[config.mk]
export PLATFORM = sky130hd
export DESIGN_NAME = ess_per_end_flat
export DESIGN_NICKNAME = d
export VERILOG_FILES = /design/src/shared/ess_pkg.sv /design/src/shared/ess_bus_if.sv /design/src/verilog/ess_per_end.sv /design/src/flat_wrapper.sv
export SDC_FILE = /design/constraint.sdc
export NUM_CORES = 1
export LEC_CHECK = 0
export BUFFER_PORTS_ARGS = -buffer_cell sky130_fd_sc_hd__buf_2
export CORE_ASPECT_RATIO = 0.7
export CORE_MARGIN = 10
export CORE_UTILIZATION = 56
export CTS_CLUSTER_SIZE = 20
export DETAILED_ROUTE_END_ITERATION = 8
export GPL_TIMING_DRIVEN = 0
export PLACE_DENSITY = 0.84
export SYNTH_ARGS = -nofsm -noshare
export SYNTH_HDL_FRONTEND = slang
export SYNTH_SLANG_ARGS = --single-unit
[constraint.sdc]
create_clock -name clk -period 3.7 [get_ports clk]
set_input_delay 0.555 -clock clk [delete_from_list [all_inputs] [get_ports clk]]
set_output_delay 0.555 -clock clk [all_outputs]
set_load 0.005 [all_outputs]
[src/shared/ess_pkg.sv]
// ****************************************************************
// extended io strobe sequencer shared constants and types
// ****************************************************************
package ess_pkg;

  // bus and counter widths
  localparam int DATA_W = 12;
  localparam int CNT_W  = 5;

  // clock and bus timing figures, in nanoseconds
  localparam int CLK_PERIOD_NS   = 20;
  localparam int STROBE_NS       = 100;
  localparam int NORMAL_SETUP_NS = 280;
  localparam int CARRY_EXTRA_NS  = 120;
  localparam int REL_SETUP_NS    = 400;
  localparam int MT_LEAD_NS      = 50;
  localparam int TIME_STATE_NS   = 300;

  // cycle counts derived from the figures above (least times round up)
  localparam logic [CNT_W-1:0] STROBE_CYC =
    CNT_W'((STROBE_NS + CLK_PERIOD_NS - 1) / CLK_PERIOD_NS);
  localparam logic [CNT_W-1:0] NORMAL_SETUP_CYC =
    CNT_W'((NORMAL_SETUP_NS + CLK_PERIOD_NS - 1) / CLK_PERIOD_NS);
  localparam logic [CNT_W-1:0] EXT_SETUP_CYC =
    CNT_W'((NORMAL_SETUP_NS + CARRY_EXTRA_NS + CLK_PERIOD_NS - 1) / CLK_PERIOD_NS);
  localparam logic [CNT_W-1:0] REL_SETUP_CYC =
    CNT_W'((REL_SETUP_NS + CLK_PERIOD_NS - 1) / CLK_PERIOD_NS);
  localparam logic [CNT_W-1:0] MT_LEAD_CYC =
    CNT_W'((MT_LEAD_NS + CLK_PERIOD_NS - 1) / CLK_PERIOD_NS);
  localparam logic [CNT_W-1:0] TIME_STATE_CYC =
    CNT_W'(TIME_STATE_NS / CLK_PERIOD_NS);

  // values after reset, and the counter step of one
  localparam logic [DATA_W-1:0] AC_RESET   = 12'h000;
  localparam logic [DATA_W-1:0] PC_RESET   = 12'h000;
  localparam logic [DATA_W-1:0] DATA_RESET = 12'h000;
  localparam logic [CNT_W-1:0]  CNT_RESET  = 5'h00;
  localparam logic [CNT_W-1:0]  CNT_ONE    = 5'h01;

  // what the processor does with the data lines on a strobe
  typedef enum logic [1:0] {
    ESS_KIND_NONE   = 2'h0,
    ESS_KIND_AC_JAM = 2'h1,
    ESS_KIND_PC_ABS = 2'h2,
    ESS_KIND_PC_REL = 2'h3
  } ess_kind_t;

endpackage

[src/shared/ess_bus_if.sv]
`timescale 1ns/10ps
// ****************************************************************
// backplane signals between processor end and peripheral end
// ****************************************************************
interface ess_bus_if;
  import ess_pkg::*;

  // peripheral drives
  logic [DATA_W-1:0] per_data_o;
  logic              per_data_oe;
  ess_kind_t         per_kind;
  logic              per_strobe_o;
  logic              per_strobe_oe;
  logic              per_more_o;
  logic              per_more_oe;

  // processor drives
  logic              proc_strobe_o;
  logic              proc_strobe_oe;
  logic              io_pause_n;
  logic              timing_pulse_three;
  logic              third_time_state;
  logic              fourth_time_state;

  // resolved wire levels (open-drain lines are a wired and)
  logic [DATA_W-1:0] data_lines;
  logic              load_strobe_n;
  logic              more_transfers_n;

  assign data_lines       = per_data_oe ? per_data_o : DATA_RESET;
  assign load_strobe_n    = ~((per_strobe_oe & ~per_strobe_o) | (proc_strobe_oe & ~proc_strobe_o));
  assign more_transfers_n = ~(per_more_oe & ~per_more_o);

  modport proc_mp (
    input  data_lines, load_strobe_n, more_transfers_n, per_kind,
    output proc_strobe_o, proc_strobe_oe, io_pause_n, timing_pulse_three,
           third_time_state, fourth_time_state
  );

  modport per_mp (
    input  load_strobe_n, more_transfers_n, io_pause_n, timing_pulse_three,
    output per_data_o, per_data_oe, per_kind, per_strobe_o, per_strobe_oe,
           per_more_o, per_more_oe
  );
endinterface

[src/verilog/ess_per_end.sv]
`timescale 1ns/10ps
// ****************************************************************
// peripheral end: stalls processor timing and makes its own strobe
// ****************************************************************

// Overview of operation
// RULE_01 - processor loads registers only on strobe
// RULE_02 - processor strobes itself at third pulse normally
// RULE_03 - strobe is one 100 ns low pulse
// RULE_04 - data stable 280 ns before strobe
// RULE_05 - relative jumps need 400 ns data set-up
// RULE_06 - long set-up: stall timing, strobe locally
// RULE_07 - more-transfers low 50 ns before third pulse
// RULE_08 - processor halts at third pulse while low
// RULE_09 - resume needs line high plus a strobe
// RULE_10 - low line means strobe is not last
// RULE_11 - single transfers leave more-transfers line alone
// RULE_12 - multiple transfers stall until each finishes
// RULE_13 - adder carry ripple needs extra 120 ns
// RULE_14 - wait 400 ns, then strobe 100 ns
// RULE_15 - raise more-transfers before final strobe
// RULE_16 - final strobe restarts fourth state, ends pause
// RULE_17 - interrupt sampling comes from final strobe
// RULE_18 - hold data until final strobe ends
module ess_per_end (
  input  wire logic                  clk,
  input  wire logic                  reset,
  ess_bus_if.per_mp                  bus,
  input  wire logic                  xfer_valid,
  output logic                       xfer_ready,
  input  wire logic [ess_pkg::DATA_W-1:0] xfer_data,
  input  ess_pkg::ess_kind_t         xfer_kind,
  input  wire logic                  xfer_last,
  input  wire logic                  xfer_extend,
  output logic                       xfer_done,
  output logic                       xfer_abort,
  output logic                       busy
);
  import ess_pkg::*;

  typedef enum logic [2:0] {
    QS_IDLE     = 3'h0,
    QS_WAIT_IOT = 3'h1,
    QS_SIMPLE   = 3'h2,
    QS_SETUP    = 3'h3,
    QS_RELEASE  = 3'h4,
    QS_STROBE   = 3'h5,
    QS_NEXT     = 3'h6,
    QS_FINISH   = 3'h7
  } ess_qstate_t;

  typedef struct packed {
    ess_qstate_t       state;
    logic [CNT_W-1:0]  cnt;
    logic [DATA_W-1:0] data;
    ess_kind_t         kind;
    logic              last;
    logic              ext;
    logic              data_oe;
    logic              more_oe;
    logic              strobe_oe;
    logic              tp3_seen;
    logic              done;
    logic              abort;
  } ess_per_t;

  ess_per_t s_reg;
  ess_per_t s_next;
  logic     accept;
  logic     tp3_now;

  // a word is taken when idle, or between transfers of one instruction
  assign xfer_ready = (s_reg.state == QS_IDLE) || (s_reg.state == QS_NEXT);
  assign accept     = xfer_valid && xfer_ready;
  assign tp3_now    = s_reg.tp3_seen || bus.timing_pulse_three;

  // ****************************************************************
  // set-up time needed for a word
  // ****************************************************************
  // every kind gets carry ripple time on top of the normal set-up, not only the relative jump
  function automatic logic [CNT_W-1:0] ess_setup_cycles(input ess_kind_t kind);
    if (kind == ESS_KIND_PC_REL) begin
      ess_setup_cycles = EXT_SETUP_CYC; // [RULE_05] [RULE_13]
    end else begin
      ess_setup_cycles = (EXT_SETUP_CYC > NORMAL_SETUP_CYC) ? EXT_SETUP_CYC : NORMAL_SETUP_CYC; // [RULE_04] [RULE_14]
    end
  endfunction

  // ****************************************************************
  // next state
  // ****************************************************************
  always_comb begin
    s_next       = s_reg;
    s_next.done  = 1'b0;
    s_next.abort = 1'b0;
    unique case (s_reg.state)
      QS_IDLE: begin
        if (accept) begin
          s_next.state = QS_WAIT_IOT;
          s_next.data  = xfer_data;
          s_next.kind  = xfer_kind;
          s_next.last  = xfer_last;
          // anything beyond one plain transfer goes the extended way [RULE_06] [RULE_12]
          s_next.ext   = xfer_extend || (xfer_kind == ESS_KIND_PC_REL) || !xfer_last;
        end
      end
      QS_WAIT_IOT: begin
        if (!bus.io_pause_n) begin
          s_next.data_oe  = 1'b1;
          s_next.tp3_seen = 1'b0;
          if (s_reg.ext) begin
            // pause starts two full time states ahead of the third pulse [RULE_07]
            s_next.more_oe = 1'b1;
            s_next.cnt     = ess_setup_cycles(s_reg.kind);
            s_next.state   = QS_SETUP;
          end else begin
            s_next.state = QS_SIMPLE; // processor strobes itself [RULE_11] [RULE_02]
          end
        end
      end
      QS_SIMPLE: begin
        // end of pause means the processor strobe has come and gone
        if (bus.io_pause_n) begin
          s_next.data_oe = 1'b0;
          s_next.done    = 1'b1;
          s_next.state   = QS_IDLE;
        end
      end
      QS_SETUP: begin
        s_next.tp3_seen = tp3_now;
        if (s_reg.cnt > CNT_ONE) begin
          s_next.cnt = s_reg.cnt - CNT_ONE;
        end
        if (bus.io_pause_n && !s_reg.more_oe) begin
          // instruction ended under us; drop everything
          s_next.data_oe = 1'b0;
          s_next.abort   = 1'b1;
          s_next.state   = QS_IDLE;
        end else if (s_reg.cnt <= CNT_ONE && tp3_now) begin
          // strobe only once timing is stalled and data has settled [RULE_12] [RULE_14]
          if (s_reg.last) begin
            s_next.more_oe = 1'b0; // release before the final strobe [RULE_15]
            s_next.state   = QS_RELEASE;
          end else begin
            s_next.strobe_oe = 1'b1;
            s_next.cnt       = STROBE_CYC;
            s_next.state     = QS_STROBE;
          end
        end
      end
      QS_RELEASE: begin
        s_next.strobe_oe = 1'b1; // [RULE_06]
        s_next.cnt       = STROBE_CYC;
        s_next.state     = QS_STROBE;
      end
      QS_STROBE: begin
        s_next.cnt = s_reg.cnt - CNT_ONE;
        if (s_reg.cnt == CNT_ONE) begin
          s_next.strobe_oe = 1'b0; // low for exactly the strobe count [RULE_03] [RULE_14]
          s_next.done      = 1'b1;
          if (s_reg.last) begin
            s_next.data_oe = 1'b0; // release after the final strobe [RULE_18]
            s_next.state   = QS_FINISH;
          end else begin
            s_next.state = QS_NEXT; // line stays low, timing stays stalled [RULE_10]
          end
        end
      end
      QS_NEXT: begin
        // data stays driven while the next word is awaited [RULE_18]
        if (accept) begin
          s_next.data  = xfer_data;
          s_next.kind  = xfer_kind;
          s_next.last  = xfer_last;
          s_next.cnt   = ess_setup_cycles(xfer_kind);
          s_next.state = QS_SETUP;
        end
      end
      QS_FINISH: begin
        // processor resumes at the fourth state and ends the pause [RULE_16] [RULE_09]
        if (bus.io_pause_n) begin
          s_next.state = QS_IDLE;
        end
      end
    endcase
  end

  // ****************************************************************
  // state register
  // ****************************************************************
  always_ff @(posedge clk) begin
    if (reset) begin
      s_reg <= '{state: QS_IDLE, cnt: CNT_RESET, data: DATA_RESET, kind: ESS_KIND_NONE, last: 1'b0,
                 ext: 1'b0, data_oe: 1'b0, more_oe: 1'b0, strobe_oe: 1'b0, tp3_seen: 1'b0,
                 done: 1'b0, abort: 1'b0};
    end else begin
      s_reg <= s_next;
    end
  end

  // ****************************************************************
  // bus and user outputs
  // ****************************************************************
  assign bus.per_data_o    = s_reg.data;
  assign bus.per_data_oe   = s_reg.data_oe; // [RULE_04] [RULE_18]
  assign bus.per_kind      = s_reg.data_oe ? s_reg.kind : ESS_KIND_NONE;
  assign bus.per_strobe_o  = 1'b0;
  assign bus.per_strobe_oe = s_reg.strobe_oe; // [RULE_03]
  assign bus.per_more_o    = 1'b0;
  assign bus.per_more_oe   = s_reg.more_oe; // [RULE_07] [RULE_15]
  assign xfer_done         = s_reg.done;
  assign xfer_abort        = s_reg.abort;
  assign busy              = (s_reg.state != QS_IDLE);
endmodule

[src/flat_wrapper.sv]
// flat-port wrapper written by rule: the top's interface ports become plain ports
module ess_per_end_flat import ess_pkg::*;
  (clk, reset, xfer_valid, xfer_ready, xfer_data, xfer_kind, xfer_last, xfer_extend, xfer_done, xfer_abort, busy, bus_io_pause_n, bus_timing_pulse_three, bus_per_data_o, bus_per_data_oe, bus_per_kind, bus_per_strobe_o, bus_per_strobe_oe, bus_per_more_o, bus_per_more_oe);
  ess_bus_if bus_i ();
  input  wire logic clk;
  input  wire logic reset;
  input  wire logic xfer_valid;
  output logic xfer_ready;
  input  wire logic [ess_pkg::DATA_W-1:0] xfer_data;
  input  ess_pkg::ess_kind_t xfer_kind;
  input  wire logic xfer_last;
  input  wire logic xfer_extend;
  output logic xfer_done;
  output logic xfer_abort;
  output logic busy;
  input wire logic [$bits(bus_i.io_pause_n)-1:0] bus_io_pause_n;
  input wire logic [$bits(bus_i.timing_pulse_three)-1:0] bus_timing_pulse_three;
  output wire logic [$bits(bus_i.per_data_o)-1:0] bus_per_data_o;
  output wire logic [$bits(bus_i.per_data_oe)-1:0] bus_per_data_oe;
  output wire logic [$bits(bus_i.per_kind)-1:0] bus_per_kind;
  output wire logic [$bits(bus_i.per_strobe_o)-1:0] bus_per_strobe_o;
  output wire logic [$bits(bus_i.per_strobe_oe)-1:0] bus_per_strobe_oe;
  output wire logic [$bits(bus_i.per_more_o)-1:0] bus_per_more_o;
  output wire logic [$bits(bus_i.per_more_oe)-1:0] bus_per_more_oe;
  assign bus_i.io_pause_n = bus_io_pause_n;
  assign bus_i.timing_pulse_three = bus_timing_pulse_three;
  assign bus_per_data_o = bus_i.per_data_o;
  assign bus_per_data_oe = bus_i.per_data_oe;
  assign bus_per_kind = bus_i.per_kind;
  assign bus_per_strobe_o = bus_i.per_strobe_o;
  assign bus_per_strobe_oe = bus_i.per_strobe_oe;
  assign bus_per_more_o = bus_i.per_more_o;
  assign bus_per_more_oe = bus_i.per_more_oe;
  ess_per_end u_core (.clk(clk), .reset(reset), .bus(bus_i), .xfer_valid(xfer_valid), .xfer_ready(xfer_ready), .xfer_data(xfer_data), .xfer_kind(xfer_kind), .xfer_last(xfer_last), .xfer_extend(xfer_extend), .xfer_done(xfer_done), .xfer_abort(xfer_abort), .busy(busy));
endmodule
# --- After elaboration in Yosys (flattened, before gate mapping) ---
# Cells that the tools add are included.
op_classes:
  n_eq_ne: 23
  order_cmp: 2
  n_reduce_logical: 26
  addsub: 1
  n_mux: 38
  bitwise: 1
op_table:
  columns: ["cell", "n"]
  rows:
  - ["$pmux W15 S2", 1]
  - ["$pmux W5 S5", 1]
  - ["$mux W23", 1]
  - ["$pmux W3 S7", 1]
  - ["$mux W5", 4]
  - ["$ne A2 B1 Y1 const B", 9]
  - ["$reduce_and A6 Y1", 3]
  - ["$mux W16", 1]
  - ["$mux W8", 2]
  - ["$mux W1", 14]
  - ["$eq A3 B3 Y1 const B", 4]
  - ["$mux W3", 4]
  - ["$mux W2", 4]
  - ["$ne A2 B2 Y1 const B", 4]
  - ["$eq A3 B2 Y1 const B", 2]
  - ["$pmux W1 S2", 3]
  - ["$reduce_bool A3 Y1", 2]
  - ["$eq A5 B1 Y1 const B", 1]
  - ["$gt A5 B1 Y1 const B", 1]
  - ["$le A5 B1 Y1 const B", 1]
  - ["$reduce_and A5 Y1", 1]
  - ["$reduce_bool A5 Y1", 1]
  - ["$sub A5 B1 Y5 const B", 1]
  - ["$logic_or A1 B1 Y1", 4]
  - ["other kinds (15)", 21]
totals:
  ff_bits: 30
  input_bits: 21

# --- Logic depth before layout (Yosys ltp) ---
logic_depth:
  word_depth: 6
  ltp_mapped: 7
  ltp_nobuf: 7

# --- Worst setup path after synthesis ---
# Ideal clock, no wire load.
synth_timing:
  kind: "reg-to-reg"
  start: "reg u_core.s_reg[22] (netlist bit)"
  end: "reg u_core.s_reg (netlist bit u_core.bus.per_data_oe)"
  synth_period_minus_slack_ns: 1.702
  n_path_buf: 0
  slack_ns: 1.998
  stages_incl_launch_ff: 7
  required_ns: 3.572
  arrival_ns: 1.574
  cell_sequence: "dfxtp_1 > ha_1 > or4b_4 > o32ai_2 > nand2_1 > a31oi_1 > nor2_1"
synth_between:
  elab_chain_cells: 3
synth_lines:
  columns: ["element", "line_no", "rtl"]
  rows:
  - ["start: declaration", "ess_per_end.sv:67", "ess_per_t s_reg;"]
  - ["start signal: assignment", "ess_per_end.sv:193", "s_reg <= '{state: QS_IDLE, cnt: CNT_RESET, data: DATA_RESET, kind: ESS_KIND_NONE, last: 1'b0,"]
  - ["start signal: assignment", "ess_per_end.sv:197", "s_reg <= s_next;"]
  - ["$eq A5 B1 Y1", "ess_per_end.sv:158", "if (s_reg.cnt == CNT_ONE) begin"]
  - ["$ne A2 B1 Y1 (no line)", null, null]
  - ["$reduce_and A6 Y1 (no line)", null, null]
# No other way between the ends.
# A chain may end at the register's enable or synchronous reset.

# --- Worst setup path in the final report ---
layout_timing:
  start: "reg u_core.s_reg[27] (netlist bit)"
  end: "out busy"
layout_between:
  elab_chain_cells: 1
layout_lines:
  columns: ["element", "line_no", "rtl"]
  rows:
  - ["$reduce_bool A3 Y1", "ess_per_end.sv:213", "assign busy = (s_reg.state != QS_IDLE);"]
  - ["end: declaration", "flat_wrapper.sv:15", "output logic busy;"]
# No other way between the ends.

==> impl_metrics.env <==
export IMPL_status="complete, no violations"
export IMPL_clkTransAtPathRegs_ns=0.06
export IMPL_required_ns=3.14
export IMPL_finalCritPeriodShare_pct=58.50
export IMPL_synth_fa_ha_area_share_pct=1.508
export IMPL_die_y_um=65.54
export IMPL_synth_top_family_by_area="simple AND/OR/NAND/NOR gates"
export IMPL_p_leak_nw=0.8828
export IMPL_ctsHoldBuffers=0
export IMPL_min_to="u_core.s_reg[8]$_SDFFE_PP0P_"
export IMPL_remaining_drc_errors=0
export IMPL_largest_reg_flops=13
export IMPL_cts_htree_levels=2
export IMPL_worstSetupEndpointType="output port"
export IMPL_nets=290
export IMPL_ys_ff_latch=30
export IMPL_placed_area_um2=1913
export IMPL_grt_setup_unrepaired="false"
export IMPL_core_um2=2823
export IMPL_clockBufferDepth=2
export IMPL_slew_viol_final=0
export IMPL_worstMarginPinSlew_ns=0.6405
export IMPL_ir_worst_vdd_v=0.0002510
export IMPL_n_fill_cell=257
export IMPL_antenna_left=0
export IMPL_clockRootBuffer="clkbuf_8"
export IMPL_drt_total_wl_um=4451
export IMPL_grt_pass1_wl_um=7300
export IMPL_grt_ovfl_total=0
export IMPL_layout_min_cycle_time_ns=2.165
export IMPL_yosys_most_used_dff="dfxtp_1"
export IMPL_synth_cells=218
export IMPL_synth_area_leaders="dfxtp_1 36%, nand2_1 8.8%, a21oi_1 7.2%"
export IMPL_routabilityCongestion=0.9600
export IMPL_cts_tree="built"
export IMPL_crit_type="reg2out"
export IMPL_final_cell_area_um2=2004
export IMPL_worst_slack_ns=1.535
export IMPL_fin_setup_tns_ns=0
export IMPL_dp_cells=296
export IMPL_cts_made_buffers=5
export IMPL_crit_path_start_kind="flip-flop"
export IMPL_avgSynthCellArea_um2=7.611
export IMPL_start_util_pct=58.78
export IMPL_cp_arrival_ns=1.61
export IMPL_hp_start="u_core.s_reg[8]$_SDFFE_PP0P_"
export IMPL_initialDrtViolationCount=168
export IMPL_antenna_found_initial=0
export IMPL_wl_per_cell_um=14.64
export IMPL_syn2layout_area_growth_pct=20.81
export IMPL_synth_cell_area_um2=1659
export IMPL_ys_warn_count=0
export IMPL_vias_per_cell=5.474
export IMPL_max_freq_ghz=0.4620
export IMPL_r2r_start="u_core.s_reg[22]$_SDFFE_PP0P_"
export IMPL_grtUsageTotal_pct=16.05
export IMPL_ys_types=47
export IMPL_yosysTopAreaCell="dfxtp_1"
export IMPL_final_core_util_pct=71.01
export IMPL_cp_max_fo=10
export IMPL_r2r_end="u_core.bus.per_data_oe$_SDFFE_PP0P_"
export IMPL_io_pins=44
export IMPL_first_pass_iters=4
export IMPL_async_flop_share_pct=0
export IMPL_insertion_delay_ns=0.29
export IMPL_antenna_cells=0
export IMPL_synthMuxAreaShare_pct=0
export IMPL_hold_class="reg2reg"
export IMPL_p_per_area_nw_per_um2=414.2
export IMPL_layoutNonFillerInstCount=304
export IMPL_grt_max_degree=11
export IMPL_grt_pass1_vias=1544
export IMPL_dp_slack_ns=1.837
export IMPL_ctsResizeCount=0
export IMPL_post_cts_buffers=0
export IMPL_rr_worst_depth=6
export IMPL_hold_slack_ns=0.4535
export IMPL_post_dp_hpwl_um=3385
export IMPL_synth_xor_area_share_pct=0.5279
export IMPL_dieArea_um2=5575
export IMPL_port_buffers=41
export IMPL_seq_area_frac_synth_pct=36.20
export IMPL_synth_edff_count=0
export IMPL_synth_simple_area_share_pct=28.13
export IMPL_hold_depth=2
export IMPL_synth_compound_area_share_pct=22.55
export IMPL_clock_skew_ns=0.004047
export IMPL_drv_cap=0
export IMPL_slew_headroom_pct=56.70
export IMPL_rrSetupSlack_ns=1.81
export IMPL_placementRows=16
export IMPL_synth_top_cell_area_share_pct=36.20
export IMPL_via_count=1664
export IMPL_finalSetupViolCount=0
export IMPL_p_total_mw=0.8302
export IMPL_clkSinkCount=30
export IMPL_drive_gt1_share_pct=29.48
export IMPL_hold_viol=0
export IMPL_fp_dieW_um=85.06
## placed cells by master, fill, tap and decap left out, drive strengths merged, types with 4 or more instances in the layout
cell type and count:
nand2 40, buf 62, and2 4, dfxtp 30
or3 5, o21ai 10, a21oi 25, inv 7
clkbuf 11, nor3 5, nor2 21, nand2b 6
a211oi 5, nor2b 4
## logic make-up (layout without fill, tap and decap cells)
kind of cell / count (synthesis) / count (layout)
xor+xnor: 1 / 1
compound gates: 58 / 58
simple gates: 94 / 94
fa+ha+maj: 2 / 2
other cells: 1 / 2
buf+inv: 32 / 81
flops: 30 / 30
## area by class of cell
cell class,instances,area [um2],area share (%)
Clock buffer,7,86.33,4.307
Buffer,25,153.9,7.678
Clock inverter,1,5.005,0.2497
Multi-Input combinational cell,157,882.1,44.01
Inverter,7,26.28,1.311
Timing Repair Buffer,41,205.2,10.24
Sequential cell,30,600.6,29.96
Tap cell,36,45.04,2.247
## report_power, final
part	internal (mW)	switching, mW
combinational	0.0856	0.104
sequential	0.346	0.0187
clock	0.150	0.126
total	0.581	0.249
## synthesized netlist by cell type, types with 2 or more instances
| master | count |
|---|---|
| and2_1 | 4 |
| a211oi_1 | 5 |
| and3_1 | 3 |
| nand2b_1 | 6 |
| o21a_1 | 3 |
| clkbuf_1 | 4 |
| ha_1 | 2 |
| buf_4 | 14 |
| a31oi_1 | 3 |
| nor3_1 | 3 |
| nor2_1 | 20 |
| o21ai_0 | 8 |
| a21oi_1 | 24 |
| inv_1 | 6 |
| nor2b_1 | 3 |
| dfxtp_1 | 30 |
| buf_2 | 6 |
| a311oi_1 | 3 |
| o21ai_1 | 2 |
| nand2_1 | 39 |
| or3_1 | 4 |
## worst max path at each step
stage | start | to | slack [ns] | cells past startpoint
3_5_place_dp | u_core.s_reg[22]$_SDFFE_PP0P_ | u_core.bus.per_data_oe$_SDFFE_PP0P_ | 1.84 | 6
6_report | u_core.s_reg[27]$_SDFFE_PP0P_ | busy | 1.54 | 4
4_1_cts | u_core.s_reg[27]$_SDFFE_PP0P_ | busy | 1.54 | 4
5_1_grt | u_core.s_reg[27]$_SDFFE_PP0P_ | busy | 1.48 | 4
2_1_floorplan | u_core.s_reg[22]$_SDFFE_PP0P_ | u_core.bus.per_data_oe$_SDFFE_PP0P_ | 2.00 | 6
3_3_place_gp | u_core.s_reg[27]$_SDFFE_PP0P_ | busy | 1.84 | 4
## metal layers
layer	GRT usage, %	share of wire (%)	wire length (um)	up-vias
met2	22.67	41	1828	75
li1	-	-	-	832
met1	20.48	45	2011	747
met5	0	0	0	-
met3	7.759	12	522	10
met4	6.148	2.0	89	0
## worst max-delay path, cell delays in order (launching register included)
cell and delay (ns):
dfxtp_1 0.34, buf_2 0.19, clkbuf_1 0.25, or3_1 0.41
buf_2 0.13
(Power assumes the default switching activity.)
